--- src/lwr_pkg.sv ---
`default_nettype none
package lwr_pkg;
    // ==============================
    // register map (byte addresses)
    localparam logic [3:0]  CtrlOffset    = 4'h0;
    localparam logic [3:0]  RestartOffset = 4'h4;
    localparam logic [3:0]  StatusOffset  = 4'h8;
    // ==============================
    // control register fields
    localparam int          CtrlEnBit     = 0;
    localparam int          CtrlLockBit   = 1;
    localparam int          CtrlIvlLsb    = 4;
    localparam int          IvlWidth      = 3;
    localparam logic [2:0]  IvlReset      = 3'h7;
    localparam int          StatOvfBit    = 0;
    // restart key written to the restart register
    localparam logic [31:0] RestartKey    = 32'h000000A5;
    // ==============================
    // timing
    localparam int          ClockHz       = 40000000;
    localparam int          LfoHz         = 80000;
    localparam int          LfoDiv        = ClockHz / LfoHz;
    localparam int          BaseBits      = 10;
    localparam int          SysRstCycles  = 4;
    // ==============================
    // axi responses
    localparam logic [1:0]  RespOkay      = 2'h0;
    localparam logic [1:0]  RespSlvErr    = 2'h2;
endpackage : lwr_pkg
`default_nettype wire

--- src/lwr_watchdog.sv ---
`timescale 1ns/1ps
`default_nettype none
module lwr_watchdog #(
    parameter int LfoDivCycles = lwr_pkg::LfoDiv
) (
    input  wire logic        clock,
    input  wire logic        rst,
    input  wire logic [31:0] s_axi_awaddr,
    input  wire logic        s_axi_awvalid,
    output logic             s_axi_awready,
    input  wire logic [31:0] s_axi_wdata,
    input  wire logic [3:0]  s_axi_wstrb,
    input  wire logic        s_axi_wvalid,
    output logic             s_axi_wready,
    output logic [1:0]       s_axi_bresp,
    output logic             s_axi_bvalid,
    input  wire logic        s_axi_bready,
    input  wire logic [31:0] s_axi_araddr,
    input  wire logic        s_axi_arvalid,
    output logic             s_axi_arready,
    output logic [31:0]      s_axi_rdata,
    output logic [1:0]       s_axi_rresp,
    output logic             s_axi_rvalid,
    input  wire logic        s_axi_rready,
    output logic             wdtResetReq
);
    localparam int CntW = lwr_pkg::BaseBits + 8;

    // ==============================
    // low-frequency tick divider
    logic [15:0]             lfoDiv_q;
    logic                    lfoTick;
    assign lfoTick = (lfoDiv_q == 16'(LfoDivCycles - 1));
    always_ff @(posedge clock) begin
        if (rst || lfoTick) begin
            lfoDiv_q <= 16'h0000;
        end else begin
            lfoDiv_q <= lfoDiv_q + 16'h0001;
        end
    end

    // ==============================
    // axi write side
    logic                    awHeld_q;
    logic                    wHeld_q;
    logic [3:0]              awAddr_q;
    logic [31:0]             wData_q;
    logic [3:0]              wStrb_q;
    logic                    wrFire;
    assign s_axi_awready = !awHeld_q && !s_axi_bvalid;
    assign s_axi_wready  = !wHeld_q && !s_axi_bvalid;
    assign wrFire        = awHeld_q && wHeld_q && !s_axi_bvalid;
    // address and data may arrive in either order
    always_ff @(posedge clock) begin
        if (rst) begin
            awHeld_q     <= 1'b0;
            wHeld_q      <= 1'b0;
            awAddr_q     <= 4'h0;
            wData_q      <= 32'h00000000;
            wStrb_q      <= 4'h0;
            s_axi_bvalid <= 1'b0;
            s_axi_bresp  <= lwr_pkg::RespOkay;
        end else begin
            if (s_axi_awvalid && s_axi_awready) begin
                awHeld_q <= 1'b1;
                awAddr_q <= s_axi_awaddr[3:0];
            end
            if (s_axi_wvalid && s_axi_wready) begin
                wHeld_q <= 1'b1;
                wData_q <= s_axi_wdata;
                wStrb_q <= s_axi_wstrb;
            end
            if (wrFire) begin
                awHeld_q     <= 1'b0;
                wHeld_q      <= 1'b0;
                s_axi_bvalid <= 1'b1;
                s_axi_bresp  <= (awAddr_q == lwr_pkg::CtrlOffset ||
                                 awAddr_q == lwr_pkg::RestartOffset ||
                                 awAddr_q == lwr_pkg::StatusOffset)
                                ? lwr_pkg::RespOkay : lwr_pkg::RespSlvErr;
            end else if (s_axi_bready) begin
                s_axi_bvalid <= 1'b0;
            end
        end
    end

    logic                    ctrlWr;
    logic                    restartWr;
    logic                    statWr;
    assign ctrlWr    = wrFire && awAddr_q == lwr_pkg::CtrlOffset && wStrb_q[0];
    assign restartWr = wrFire && awAddr_q == lwr_pkg::RestartOffset && wStrb_q[0]
                       && wData_q[7:0] == lwr_pkg::RestartKey[7:0];
    assign statWr    = wrFire && awAddr_q == lwr_pkg::StatusOffset && wStrb_q[0];

    // ==============================
    // control register
    logic                    enable_q;
    logic                    lock_q;
    logic [2:0]              interval_q;
    // reset state: running at longest interval, unlocked
    always_ff @(posedge clock) begin
        if (rst) begin
            enable_q   <= 1'b1;
            lock_q     <= 1'b0;
            interval_q <= lwr_pkg::IvlReset;
        end else if (ctrlWr && !lock_q) begin
            enable_q   <= wData_q[lwr_pkg::CtrlEnBit];
            lock_q     <= wData_q[lwr_pkg::CtrlLockBit];
            interval_q <= wData_q[lwr_pkg::CtrlIvlLsb +: lwr_pkg::IvlWidth];
        end
    end

    // ==============================
    // timeout counter and reset request
    logic [CntW-1:0]         count_q;
    logic [CntW-1:0]         lastCount;
    logic                    overflow;
    logic                    ovfSeen_q;
    logic [2:0]              rstHold_q;
    // timeout is 2^(BaseBits+interval) low-frequency ticks from a cleared count
    assign lastCount = CntW'((32'h00000001 << (lwr_pkg::BaseBits + int'(interval_q)))
                             - 32'h00000001);
    // compare with >= so a shortened interval expires at once, not after a wrap
    assign overflow = lfoTick && enable_q && (count_q >= lastCount);
    always_ff @(posedge clock) begin
        if (rst || restartWr || overflow || !enable_q) begin
            count_q <= '0;
        end else if (lfoTick) begin
            count_q <= count_q + 1'b1;
        end
    end
    // request stands a few cycles so the system reset catches it
    always_ff @(posedge clock) begin
        if (rst) begin
            rstHold_q <= 3'h0;
        end else if (overflow) begin
            rstHold_q <= 3'(lwr_pkg::SysRstCycles);
        end else if (rstHold_q != 3'h0) begin
            rstHold_q <= rstHold_q - 3'h1;
        end
    end
    // internal request only; no pin driver exists here
    assign wdtResetReq = (rstHold_q != 3'h0);
    // sticky cause flag, survives the reset it caused only outside this block
    always_ff @(posedge clock) begin
        if (rst) begin
            ovfSeen_q <= 1'b0;
        end else if (overflow) begin
            ovfSeen_q <= 1'b1;
        end else if (statWr && wData_q[lwr_pkg::StatOvfBit]) begin
            ovfSeen_q <= 1'b0;
        end
    end

    // ==============================
    // axi read side
    assign s_axi_arready = !s_axi_rvalid;
    always_ff @(posedge clock) begin
        if (rst) begin
            s_axi_rvalid <= 1'b0;
            s_axi_rdata  <= 32'h00000000;
            s_axi_rresp  <= lwr_pkg::RespOkay;
        end else if (s_axi_arvalid && s_axi_arready) begin
            s_axi_rvalid <= 1'b1;
            s_axi_rresp  <= lwr_pkg::RespOkay;
            case (s_axi_araddr[3:0])
                lwr_pkg::CtrlOffset: begin
                    s_axi_rdata <= {25'h0, interval_q, 2'h0, lock_q, enable_q};
                end
                lwr_pkg::RestartOffset: begin
                    s_axi_rdata <= 32'h00000000;
                end
                lwr_pkg::StatusOffset: begin
                    s_axi_rdata <= {13'h0, count_q, ovfSeen_q};
                end
                default: begin
                    s_axi_rdata <= 32'h00000000;
                    s_axi_rresp <= lwr_pkg::RespSlvErr;
                end
            endcase
        end else if (s_axi_rready) begin
            s_axi_rvalid <= 1'b0;
        end
    end

    // ==============================
    // checks
    a_lock_holds_config: assert property (@(posedge clock) disable iff (rst)
        lock_q |=> lock_q && $stable(interval_q) && $stable(enable_q))
        else $error("config changed while locked");
    a_lock_no_disable: assert property (@(posedge clock) disable iff (rst)
        (lock_q && enable_q) |=> enable_q)
        else $error("disabled while locked");
    a_disable_no_reset: assert property (@(posedge clock) disable iff (rst)
        (!enable_q && !wdtResetReq) |=> !wdtResetReq)
        else $error("overflow while disabled");
    a_overflow_reset_req: assert property (@(posedge clock) disable iff (rst)
        overflow |=> wdtResetReq [*4] ##1 !wdtResetReq || overflow)
        else $error("reset request wrong length");
    a_count_lfo_only: assert property (@(posedge clock) disable iff (rst)
        (!lfoTick && !restartWr && enable_q) |=> $stable(count_q))
        else $error("count moved without tick");
    a_restart_clears: assert property (@(posedge clock) disable iff (rst)
        restartWr |=> count_q == '0)
        else $error("restart did not clear count");
    a_reset_defaults: assert property (@(posedge clock)
        $fell(rst) |-> enable_q && interval_q == lwr_pkg::IvlReset && !lock_q)
        else $error("bad state after reset");
    a_req_from_ovf: assert property (@(posedge clock) disable iff (rst)
        $rose(wdtResetReq) |-> $past(overflow))
        else $error("reset request without overflow");
endmodule : lwr_watchdog
`default_nettype wire

--- config.mk ---
export PLATFORM = sky130hd
export DESIGN_NAME = lwr_watchdog
export DESIGN_NICKNAME = d
export VERILOG_FILES = /design/src/lwr_pkg.sv /design/src/lwr_watchdog.sv
export SDC_FILE = /design/constraint.sdc
export NUM_CORES = 1
export LEC_CHECK = 0
export ABC_AREA = 1
export BUFFER_PORTS_ARGS = -buffer_cell sky130_fd_sc_hd__buf_2
export CAP_MARGIN = 5
export CORE_MARGIN = 1.5
export CORE_UTILIZATION = 35
export CTS_BUF_LIST = sky130_fd_sc_hd__clkbuf_4 sky130_fd_sc_hd__clkbuf_8
export CTS_CLUSTER_DIAMETER = 40
export DETAILED_ROUTE_END_ITERATION = 12
export PLACE_DENSITY_LB_ADDON = 0.08
export SETUP_SLACK_MARGIN = 0.5
export SYNTH_ARGS = -nofsm -noshare
export SYNTH_HDL_FRONTEND = slang
export SYNTH_SLANG_ARGS = --single-unit
--- constraint.sdc ---
create_clock -name clock -period 3.2 [get_ports clock]
set_input_delay 0.16 -clock clock [delete_from_list [all_inputs] [get_ports clock]]
set_output_delay 0.16 -clock clock [all_outputs]
set_load 0.02 [all_outputs]
# Word level (Yosys, flattened, before mapping)
# Index checks and enable logic that the tools add are counted.
# word_totals
word_cells,82
ff_bits,96
input_bits,107
# op_classes
eq_ne,6
muxes,11
n_reduce_logical,40
n_lt_le_gt_ge,1
n_shift,1
addsub,5
# ops
op,n
19-bit case mux with 2 select lines,1
"18-bit by 1-bit adder with 18-bit output, second input constant",1
18-bit greater-or-equal comparator,1
1-bit logical AND,18
"1-bit by 5-bit << shifter with 18-bit output, first input constant",1
"18-bit by 1-bit subtractor with 18-bit output, second input constant",1
"16-bit by 1-bit adder with 16-bit output, second input constant",1
"16-bit by 9-bit == test with 1-bit output, second input constant",1
"4-bit by 3-bit == test with 1-bit output, second input constant",2
"4-bit == test, second input constant",2
"8-bit == test, second input constant",1
4-bit zero test,2
2-bit nonzero test,4
1-bit zero test,6
1-bit logical OR,6
1-bit 2-to-1 mux,6
3-bit 2-to-1 mux,2
"4-bit by 3-bit adder with 5-bit output, first input constant",1
2-bit 2-to-1 mux,2
2-bit OR reduction,2
3-bit nonzero test,1
3-bit OR reduction,1
"3-bit by 1-bit subtractor with 3-bit output, second input constant",1

# Longest topological paths before layout
# Gate-level depths: netlist of the first run.
# depth
word_depth,8
depth_mapped,17

# Worst setup path after synthesis of the first run
# No wires, ideal clock.
# synth_path
path_type,reg-to-reg
start,register interval_q[1]
end,register count_q[10]
arrival_ns,2.397
setup_slack_ns,0.687
n_path_buf,1
path_stages_with_launch,16
synth_period_minus_slack_ns,2.513
path_cell_list,dfxtp_1 clkinv_1 ha_1 nor2_1 nand3_1 xor2_1 ha_1 nand2_1 nor2_1 and2_1 nand3b_4 nand3_2 nand2_2 nand3_4 buf_12 nor2_2
# synth_via
elab_chain_cells,7
# synth_rtl
element,line,text
from (decl),lwr_watchdog.sv:99,logic [2:0] interval_q;
from (signal assigned),lwr_watchdog.sv:105,interval_q <= lwr_pkg::IvlReset;
from (signal assigned),lwr_watchdog.sv:109,interval_q <= wData_q[lwr_pkg::CtrlIvlLsb +: lwr_pkg::IvlWidth];
4-bit by 3-bit adder with 5-bit output,lwr_watchdog.sv:121,assign lastCount = CntW'((32'h00000001 << (lwr_pkg::BaseBits + int'(interval_q)))
1-bit by 5-bit << shifter with 18-bit output,lwr_watchdog.sv:121,
18-bit by 1-bit subtractor with 18-bit output,lwr_watchdog.sv:122,- 32'h00000001);
18-bit greater-or-equal comparator,lwr_watchdog.sv:124,assign overflow = lfoTick && enable_q && (count_q >= lastCount);
1-bit logical AND,lwr_watchdog.sv:124,
1-bit logical OR (2 in series),lwr_watchdog.sv:126,if (rst || restartWr || overflow || !enable_q) begin
to (signal assigned),lwr_watchdog.sv:129,count_q <= count_q + 1'b1;
to (decl),lwr_watchdog.sv:115,logic [CntW-1:0] count_q;
# Every way passes these cells.
# A chain may end at the register's enable or synchronous reset.

# Worst setup path after layout of the first run
# layout_path
start,register interval_q[2]
end,register count_q[6]
# The elaborated chain is that of the path after synthesis.

==> run_results.csv, run 1 <==
group,metric,value,unit
outcome,outcome,"finished, final reports clean",
drt,finalWirelength,10.4,mm
logic_synthesis,synth-async-reset-ratio,0,
logic_synthesis,ys_seq_area_frac,0.365,
power_and_ir_drop,pwr-share-seq,0.480,
sta,maxSlewViolCount,0,
floorplan,pin_count,149,
place,gp_congestion,0.844,
power_and_ir_drop,power_density,454,nW/um^2
setup_path,cp-end-kind,"flip-flop",
setup_path,critical_path.slowest_cell,"dfxtp_1",
cts,numCtsBuffers,9,
setup_path,crit_arrival,2.77,ns
logic_synthesis,yosys.area_share.adder,0.0676,
power_and_ir_drop,p_sw_frac,0.278,
logic_synthesis,synthTopCellsByCount,"109 x nand2_1, 89 x nor2_1, 81 x dfxtp_1",
sta,maxSlewHeadroom,0.612,
sta,tightest_slew,0.580,ns
final_layout,nFillCells,1320,
grt,track_usage,0.169,
grt,grt_pass1_wl,17.3,mm
hold_path,hold_class,"primary input to flip-flop",
cts,clk_pin_slew,0.09,ns
sta,fin_worst_skew,0.0134,ns
power_and_ir_drop,p_clk_frac,0.380,
logic_synthesis,ys_warn_count,0,
setup_path,setup.worst_path.start_class,"flip-flop",
setup_path,worstPathRequired,3.51,ns
final_layout,fin_cells,848,
logic_synthesis,synth_edf_count,0,
cts,cts_tree,"built",
floorplan,row_count,40,
place,port_buffers,50,
sta,whs,0.0266,ns
drt,drc,0,
sta,setup_viol,0,
power_and_ir_drop,combPwrFrac,0.140,
sta,timing.final.crit_share,0.768,
logic_synthesis,synth_top_family_by_area,"simple AND/OR/NAND/NOR gates",
power_and_ir_drop,p_int,1.66,mW
floorplan,die_h,116,microns
cts,clockBufferDepth,2,
floorplan,core_area,12200,sq um
logic_synthesis,synthXorXnorAreaFrac,0.0375,
logic_synthesis,synthCells,621,
sta,rsz0062_at_grt,"no",
final_layout,multi_input_area,2390,sq um
logic_synthesis,yosys.area.top_type_share,0.365,
power_and_ir_drop,power_switching,0.639,mW
sta,fmax,407,MHz
logic_synthesis,synth-seq-cells,81,
drt,postRouteAntennaNets,0,
grt,grt_overflow,0,
logic_synthesis,ys_types,44,
final_layout,nets,806,
grt,grt_pass1_vias,3666,
power_and_ir_drop,ir_drop,0.000329,V
sta,finalHoldViolCount,0,
grt,grt_max_degree,32,
sta,period_needed,2.46,ns
drt,via_per_inst,4.55,
floorplan,die_area,13400,sq um
logic_synthesis,synth_top_area_cell,"dfxtp_1",
power_and_ir_drop,cellLeakagePower,2.21,nW
setup_path,critPathKind,"flip-flop to flip-flop",
grt,antenna_found_initial,0,
floorplan,fp.dieW,116,microns
power_and_ir_drop,finalPower,2.30,mW
final_layout,area_delta_synth_final,13.9,%
logic_synthesis,yosysMostFrequentCell,"nand2_1",
cts,worst_skew_pair.late_latency,0.38,ns
cts,clock-sinks,81,
final_layout,antennaDiodeCount,0,
flow_run,cap_violations,0,
logic_synthesis,synthTopCellsByArea,"dfxtp_1 36%, nand2_1 9.2%, nor2_1 7.5%",
drt,drt_pre_antenna_iters,4,
final_layout,final_area,5060,sq um
setup_path,crit_chain,"inv_2 > ha_4 > or2_2 > nor3_2 > ha_1 > nand2_1 > nor2_1 > nand2_1 > nand3b_4 > nand3_2 > nand2_2 > nand3_4 > buf_12 > nor2_1",
logic_synthesis,synth_area,4440,sq um
drt,num_vias,3857,
final_layout,layout-drive-gt1-share,0.159,
logic_synthesis,synth.avg_cell_area,7.15,sq um
logic_synthesis,yosys.area_share.simple,0.286,
drt,wl_per_cell,12.3,microns
place,placed_cells,830,
place,place_hpwl,7.80,mm
setup_path,cp_max_fo,18,
logic_synthesis,synth_mux_area_frac,0,
final_layout,register_area,1620,sq um
place,postPlaceCellArea,4780,sq um
logic_synthesis,synth_top_flop_cell,"dfxtp_1",
setup_path,critPathMaxStageDelay,0.37,ns
sta,setup_tns,0,ns
drt,drt_iter0_drc,122,
cts,htreeDepth,3,
logic_synthesis,synth_compound_area_frac,0.127,
floorplan,start_util,0.364,
cts,root_buffer,"clkbuf_8",
routing by layer:
| layer | routed length (microns) | vias up | GRT usage |
|---|---|---|---|
| met5 | 0 | - | 0 |
| met4 | 231 | 0 | 0.0764 |
| met3 | 382 | 15 | 0.0439 |
| met2 | 4650 | 72 | 0.267 |
| met1 | 5180 | 1703 | 0.216 |
| li1 | - | 2067 | - |
cell families after synthesis:
family,after synthesis
compound gates,105
xor+xnor,19
fa+ha+maj,24
buf+inv,110
flops,81
other cells,1
simple gates,281
sequential cells by signal, indices dropped and copies added, names as in the netlist, 3 cells and up:
register     cells
s_axi_rdata     19
awAddr_q         4
count_q         18
lfoDiv_q        16
rstHold_q        3
wData_q          8
interval_q       3
critical path: cells and delay by family, from the launching register on:
family | cells | cell delay (ns)
adder cells (fa/ha/maj) | 2 | 0.50
AND/OR/NAND/NOR | 10 | 1.24
flip-flops | 1 | 0.37
buffers and inverters | 2 | 0.28
area by class of cell:
type | instances | share of cell area
flip-flops and latches | 81 | 0.321
clock buffers | 12 | 0.0302
inverters | 80 | 0.0603
repair buffers | 55 | 0.0598
well taps | 168 | 0.0415
multi-input cells | 448 | 0.472
clock inverters | 4 | 0.0151
through the flow:
stage | util | setup WS [ns]
after CTS | 0.413 | 0.516
final | 0.414 | 0.743
after floorplan | - | 0.687
after global routing | 0.414 | 0.514
after global placement | 0.391 | 0.362
after detailed placement | 0.391 | 0.344
repair_timing:
item,in CTS,in global routing
resized for setup,1,5
setup buffers,1,0
hold endpoints to repair,1,0
endpoints found under the setup margin,18,22
hold buffers,1,0
layout by cell type, fill, tap and decap left out, types with 19 or more instances in the layout:
cell	instances
nand3_1	19
o21ai_0	46
ha_1	23
dfxtp_1	80
conb_1	19
a21oi_1	45
nand2_1	109
nor2_1	89
inv_1	76
buf_2	50
worst paths after layout:
| check | from | endpoint | slack (ns) | cells past startpoint |
|---|---|---|---|---|
| hold reg to reg | lfoDiv_q[0]$_SDFF_PP0_ | lfoDiv_q[0]$_SDFF_PP0_ | 0.45 | 1 |
| setup / recovery | interval_q[2]$_SDFFE_PP1P_ | count_q[6]$_SDFFE_PP0N_ | 0.74 | 14 |
| hold / removal | rst | s_axi_bvalid$_SDFFE_PP0P_ | 0.03 | 2 |
| setup reg to reg | interval_q[2]$_SDFFE_PP1P_ | count_q[6]$_SDFFE_PP0N_ | 0.74 | 14 |
power groups by stage:
stage	Sequential, mW	Clock (mW)	Combinational (mW)
after floorplan	1.14	0	0.226
after global placement	1.12	0	0.312
after detailed placement	1.13	0	0.321
after CTS	1.10	0.908	0.328
after global routing	1.11	0.954	0.369
final	1.10	0.874	0.322
(Power assumes the default switching activity.)
==> inputs of run 2 (changes only) <==
==> constraint.sdc (replaced) <==
create_clock -name clock -period 2.4 [get_ports clock]
set_input_delay 0.12 -clock clock [delete_from_list [all_inputs] [get_ports clock]]
set_output_delay 0.12 -clock clock [all_outputs]
set_load 0.02 [all_outputs]
==> run_results.csv, run 2 (synthesis gave the netlist of run 1 again) <==
group,metric,value,unit
outcome,outcome,"complete, but fails checks",
outcome,violations,"negative setup slack",
floorplan,pin_count,149,
setup_path,regToRegSetupSlack,-0.01,ns
setup_path,reg2reg_to,"rstHold_q[0]$_SDFFE_PP0P_",
sta,rsz0062_at_grt,"yes",
final_layout,nets,830,
place,place_hpwl,7.86,mm
grt,grt_max_degree,31,
power_and_ir_drop,power_switching,0.911,mW
floorplan,die_h,116,microns
cts,htreeDepth,3,
setup_path,worstPathRequired,2.67,ns
grt,antenna_found_initial,0,
cts,cts_tree,"built",
sta,period_needed,2.41,ns
drt,via_per_inst,4.54,
final_layout,layout_commonest_cell,"nand2_1",
power_and_ir_drop,pwr-share-seq,0.485,
setup_path,cp-end-kind,"flip-flop",
drt,drt_iter0_drc,171,
setup_path,critPathKind,"flip-flop to flip-flop",
sta,fin_worst_skew,0.0146,ns
cts,worst_skew_pair.late_latency,0.38,ns
place,placed_cells,841,
setup_path,path_depth,16,
place,gp_congestion,0.838,
grt,track_usage,0.176,
setup_path,critical_path.slowest_cell,"dfxtp_4",
floorplan,fp.dieW,116,microns
place,postPlaceCellArea,4910,sq um
final_layout,top_register,"s_axi_rdata",
final_layout,largest_register_ff_count,19,
grt,grt_pass1_vias,3801,
drt,drt_pre_antenna_iters,4,
sta,maxSlewViolCount,0,
power_and_ir_drop,ir_drop,0.000254,V
sta,timing.final.crit_share,1.00,
setup_path,cp_max_fo,4,
setup_path,r2r_start,"interval_q[1]$_SDFFE_PP1P_",
cts,numCtsBuffers,9,
power_and_ir_drop,cellLeakagePower,2.37,nW
cts,clock-sinks,81,
sta,fin_ws,-0.0117,ns
floorplan,core_area,12200,sq um
final_layout,antennaDiodeCount,0,
sta,tightest_slew,0.591,ns
grt,grt_pass1_wl,18.3,mm
final_layout,layout-drive-gt1-share,0.188,
final_layout,area_delta_synth_final,20.1,%
final_layout,final_area,5330,sq um
final_layout,finish.utilization,0.437,
sta,maxSlewHeadroom,0.605,
cts,clk_pin_slew,0.10,ns
floorplan,row_count,40,
power_and_ir_drop,p_clk_frac,0.365,
cts,root_buffer,"clkbuf_8",
drt,postRouteAntennaNets,0,
drt,top_layer_used,"met4",
drt,met3_length,279,microns
final_layout,final_cell_mix,"106 x nand2_1, 86 x nor2_1, 80 x dfxtp_1, 75 x inv_1, 50 x buf_2",
place,port_buffers,50,
drt,wl_per_cell,12.3,microns
setup_path,crit_arrival,2.68,ns
setup_path,crit_family,"simple AND/OR/NAND/NOR gates",
setup_path,critPathMaxStageDelay,0.38,ns
setup_path,critPathLaunch,"interval_q[1]$_SDFFE_PP1P_",
drt,num_vias,3960,
sta,fmax,415,MHz
setup_path,crit_chain,"clkinv_4 > ha_4 > buf_6 > nand4_1 > xnor2_1 > ha_1 > nand2_1 > nor2_2 > and2_4 > nand3b_4 > nand3_4 > nand2_4 > buf_4 > buf_4 > nand2_2 > nor2_1",
sta,finalHoldViolCount,0,
final_layout,largestRegisters,"s_axi_rdata x19, count_q x18, lfoDiv_q x16",
power_and_ir_drop,combPwrFrac,0.150,
grt,grt_overflow,0,
cts,clockBufferDepth,2,
floorplan,die_area,13400,sq um
setup_path,endpoint,"rstHold_q[0]$_SDFFE_PP0P_",
drt,wl_met2,4.86,mm
drt,met1_length,5.38,mm
drt,finalWirelength,10.7,mm
setup_path,reg2regPathDepth,16,
flow_run,cap_violations,0,
power_and_ir_drop,p_int,2.11,mW
power_and_ir_drop,p_sw_frac,0.301,
setup_path,path_common_cell,"buf_4",
sta,setup_viol,1,
final_layout,fin_cells,872,
floorplan,start_util,0.364,
drt,drc,0,
setup_path,setup.worst_path.start_class,"flip-flop",
hold_path,hold_class,"primary input to flip-flop",
setup_path,crit_buf_inv,4,
power_and_ir_drop,power_density,567,nW/um^2
==> run 2: power groups by stage <==
stage / Clock, mW / Combinational [mW] / Sequential (mW)
2_1_floorplan: 0 / 0.302 / 1.52
3_3_place_gp: 0 / 0.423 / 1.50
3_5_place_dp: 0 / 0.436 / 1.50
4_1_cts: 1.14 / 0.461 / 1.47
5_1_grt: 1.20 / 0.522 / 1.48
6_report: 1.10 / 0.454 / 1.47
==> run 2: tightest hold or removal path, delay by kind of cell <==
kind	cells	cell delay, ns
buffers and inverters	1	0.07
AO/OA/AOI/OAI	2	0.17
==> run 2: layout make-up <==
type                    instances  area [sq um]
clock inverters                 6          72.6
inverters                      80           310
clock buffers                  10           138
repair buffers                 79           536
well taps                     168           210
fillers                      1288          6880
flip-flops and latches         81          1630
multi-input cells             448          2440
==> run 2: how the worst min path moves through the flow <==
stage / from / end / slack, ns / depth (start not counted)
2_1_floorplan: rst / lock_q$_SDFFE_PP0P_ / 0.19 / 1
3_3_place_gp: s_axi_wdata[5] / wData_q[5]$_SDFFE_PP0P_ / 0.37 / 3
3_5_place_dp: s_axi_bready / s_axi_bvalid$_SDFFE_PP0P_ / 0.39 / 4
4_1_cts: s_axi_wdata[4] / wData_q[4]$_SDFFE_PP0P_ / 0.003 / 3
5_1_grt: s_axi_wdata[4] / wData_q[4]$_SDFFE_PP0P_ / 0.02 / 3
6_report: s_axi_wdata[3] / wData_q[3]$_SDFFE_PP0P_ / 0.01 / 3
==> run 2: layer usage <==
metal  vias to the layer above  GRT usage
met5                         -          0
met4                         0     0.0683
met3                        11     0.0293
met2                        63      0.289
met1                      1763      0.232
li1                       2123          -
==> run 2: metrics by stage <==
step	power [mW]	hold WS, ns	setup TNS, ns	setup WS (ns)
global route	3.20	0.0240	-2.74	-0.160
global placement	1.92	0.369	-0.105	-0.0188
CTS	3.07	0.00282	-0.0134	-0.00731
finish	3.03	0.0109	-0.0117	-0.0117
detailed placement	1.94	0.386	-0.228	-0.0352
floorplan	1.82	0.189	0	0.220
==> run 2: timing repair <==
action | in CTS | in global routing
buffers inserted | 3 | 0
setup endpoints to repair | 22 | 23
gates cloned | 1 | 0
resized for setup | 16 | 1
hold buffers | 11 | 0
endpoints found under the hold margin | 11 | 0
pin swaps | 11 | 0
==> inputs of run 3 (changes only) <==
--- a/config.mk
+++ b/config.mk
@@ -14,6 +14,7 @@
 export CTS_CLUSTER_DIAMETER = 40
 export DETAILED_ROUTE_END_ITERATION = 12
 export PLACE_DENSITY_LB_ADDON = 0.08
+export RECOVER_POWER = 25
 export SETUP_SLACK_MARGIN = 0.5
 export SYNTH_ARGS = -nofsm -noshare
 export SYNTH_HDL_FRONTEND = slang
==> constraint.sdc (replaced) <==
create_clock -name clock -period 2.4 [get_ports clock]
set_input_delay 0.48 -clock clock [delete_from_list [all_inputs] [get_ports clock]]
set_output_delay 0.48 -clock clock [all_outputs]
set_load 0.02 [all_outputs]
==> run_results.csv, run 3 (synthesis gave the netlist of run 1 again) <==
group,metric,value,unit
drt,drt_iter0_drc,162,
final_layout,area_delta_synth_final,20.0,%
grt,grt_max_degree,31,
power_and_ir_drop,p_int,2.34,mW
cts,numCtsBuffers,9,
drt,drt_pre_antenna_iters,4,
floorplan,core_area,12200,sq um
setup_path,critPathKind,"flip-flop to flip-flop",
sta,rsz0062_at_grt,"yes",
power_and_ir_drop,p_sw_frac,0.269,
setup_path,regToRegSetupSlack,-0.02,ns
outcome,outcome,"complete, but fails checks",
setup_path,worstPathRequired,2.66,ns
final_layout,largestRegisters,"s_axi_rdata x19, count_q x18, lfoDiv_q x16",
drt,wl_per_cell,12.5,microns
floorplan,fp.dieW,116,microns
floorplan,row_count,40,
cts,clk_pin_slew,0.09,ns
cts,clockBufferDepth,2,
power_and_ir_drop,power_density,601,nW/um^2
floorplan,pin_count,149,
final_layout,largest_register_ff_count,19,
sta,finalHoldViolCount,0,
setup_path,crit_arrival,2.68,ns
grt,antenna_found_initial,0,
final_layout,nFillCells,1311,
power_and_ir_drop,power_switching,0.863,mW
grt,track_usage,0.170,
drt,via_per_inst,4.61,
final_layout,finish.utilization,0.436,
flow_run,cap_violations,0,
setup_path,cp_max_fo,7,
grt,grt_pass1_vias,3622,
cts,htreeDepth,3,
sta,fmax,413,MHz
power_and_ir_drop,ir_drop,0.000338,V
cts,cts_tree,"built",
final_layout,nets,822,
drt,num_vias,3980,
place,port_buffers,50,
outcome,violations,"negative setup slack",
power_and_ir_drop,p_clk_frac,0.390,
place,dp_slack,-0.0639,ns
drt,finalWirelength,10.8,mm
drt,drc,0,
final_layout,top_register,"s_axi_rdata",
floorplan,start_util,0.364,
place,gp_congestion,0.859,
sta,period_needed,2.42,ns
grt,grt_overflow,0,
grt,grt_pass1_wl,17.5,mm
sta,maxSlewViolCount,0,
power_and_ir_drop,pwr-share-seq,0.459,
setup_path,setup.worst_path.start_class,"flip-flop",
sta,setup_viol,14,
place,place_hpwl,8.07,mm
drt,postRouteAntennaNets,0,
power_and_ir_drop,cellLeakagePower,2.33,nW
hold_path,hold_class,"primary input to flip-flop",
final_layout,final_cell_mix,"106 x nand2_1, 83 x nor2_1, 78 x dfxtp_1, 76 x inv_1, 46 x o21ai_0",
floorplan,die_h,116,microns
sta,maxSlewHeadroom,0.593,
cts,root_buffer,"clkbuf_8",
sta,fin_worst_skew,0.0129,ns
sta,fin_ws,-0.0197,ns
floorplan,die_area,13400,sq um
final_layout,layout-drive-gt1-share,0.187,
sta,timing.final.crit_share,1.01,
setup_path,cp-end-kind,"flip-flop",
power_and_ir_drop,combPwrFrac,0.151,
cts,ctsHoldBuffers,0,
cts,clock-sinks,81,
final_layout,antennaDiodeCount,0,
sta,tightest_slew,0.610,ns
final_layout,layout_commonest_cell,"nand2_1",
cts,worst_skew_pair.late_latency,0.37,ns
run 3: power by group through the flow:
stage          clock network, mW  logic [mW]  registers, mW
2_1_floorplan                  0       0.302           1.52
4_1_cts                     1.29       0.494           1.47
3_3_place_gp                   0       0.429           1.50
5_1_grt                     1.34       0.546           1.48
6_report                    1.25       0.484           1.47
3_5_place_dp                   0       0.445           1.50
run 3: repair_timing:
item	CTS	global route
endpoints found under the setup margin	23	22
resized for setup	26	4
cloned	1	0
pin swaps	16	2
buffers inserted	4	0
run 3: layer usage:
metal,wire length [microns],track usage,part of all wire,vias to the layer above
met2,4790,0.270,0.44,70
met1,5460,0.225,0.50,1791
met4,284,0.0837,0.026,0
li1,-,-,-,2102
met3,282,0.0277,0.026,17
met5,0,0,0,-
run 3: stage by stage:
| step | std cells | cell area (sq um) | total power, mW | hold WS, ns | setup TNS, ns |
|---|---|---|---|---|---|
| 2_1_floorplan | 639 | 4540 | 1.82 | 0.418 | 0 |
| 3_3_place_gp | 843 | 4930 | 1.93 | 0.432 | -0.127 |
| 3_5_place_dp | 843 | 4930 | 1.95 | 0.442 | -0.399 |
| 4_1_cts | 864 | 5330 | 3.26 | 0.331 | -0.514 |
| 5_1_grt | 864 | 5330 | 3.36 | 0.351 | -3.18 |
| 6_report | 864 | 5330 | 3.20 | 0.355 | -0.114 |
run 3: critical path, cell delays in order, from the launching register on:
cell	delay (ns)
dfxtp_4	0.39
clkinv_4	0.06
ha_4	0.29
buf_6	0.10
nand4_1	0.11
xnor2_1	0.16
ha_1	0.28
nand2_1	0.06
nor2_2	0.13
and2_4	0.20
nand3b_4	0.08
nand3_4	0.08
nand2_4	0.07
nand3_4	0.11
buf_6	0.15
nor2_1	0.04
run 3: cell type report:
class / instances / area (sq um) / area share
sequential: 81 / 1630 / 0.305
clock buffer: 11 / 145 / 0.0272
timing repair buffer: 71 / 462 / 0.0866
multi-input combinational: 448 / 2470 / 0.464
clock inverter: 5 / 104 / 0.0195
tap: 168 / 210 / 0.0394
inverter: 80 / 310 / 0.0582
run 3: worst paths after layout:
path,startpoint,endpoint,cells past startpoint
setup / recovery,interval_q[1]$_SDFFE_PP1P_,count_q[3]$_SDFFE_PP0N_,15
hold reg to reg,awAddr_q[2]$_SDFFE_PP0P_,awAddr_q[2]$_SDFFE_PP0P_,2
hold / removal,s_axi_wdata[4],wData_q[4]$_SDFFE_PP0P_,3
setup reg to reg,interval_q[1]$_SDFFE_PP1P_,count_q[3]$_SDFFE_PP0N_,15
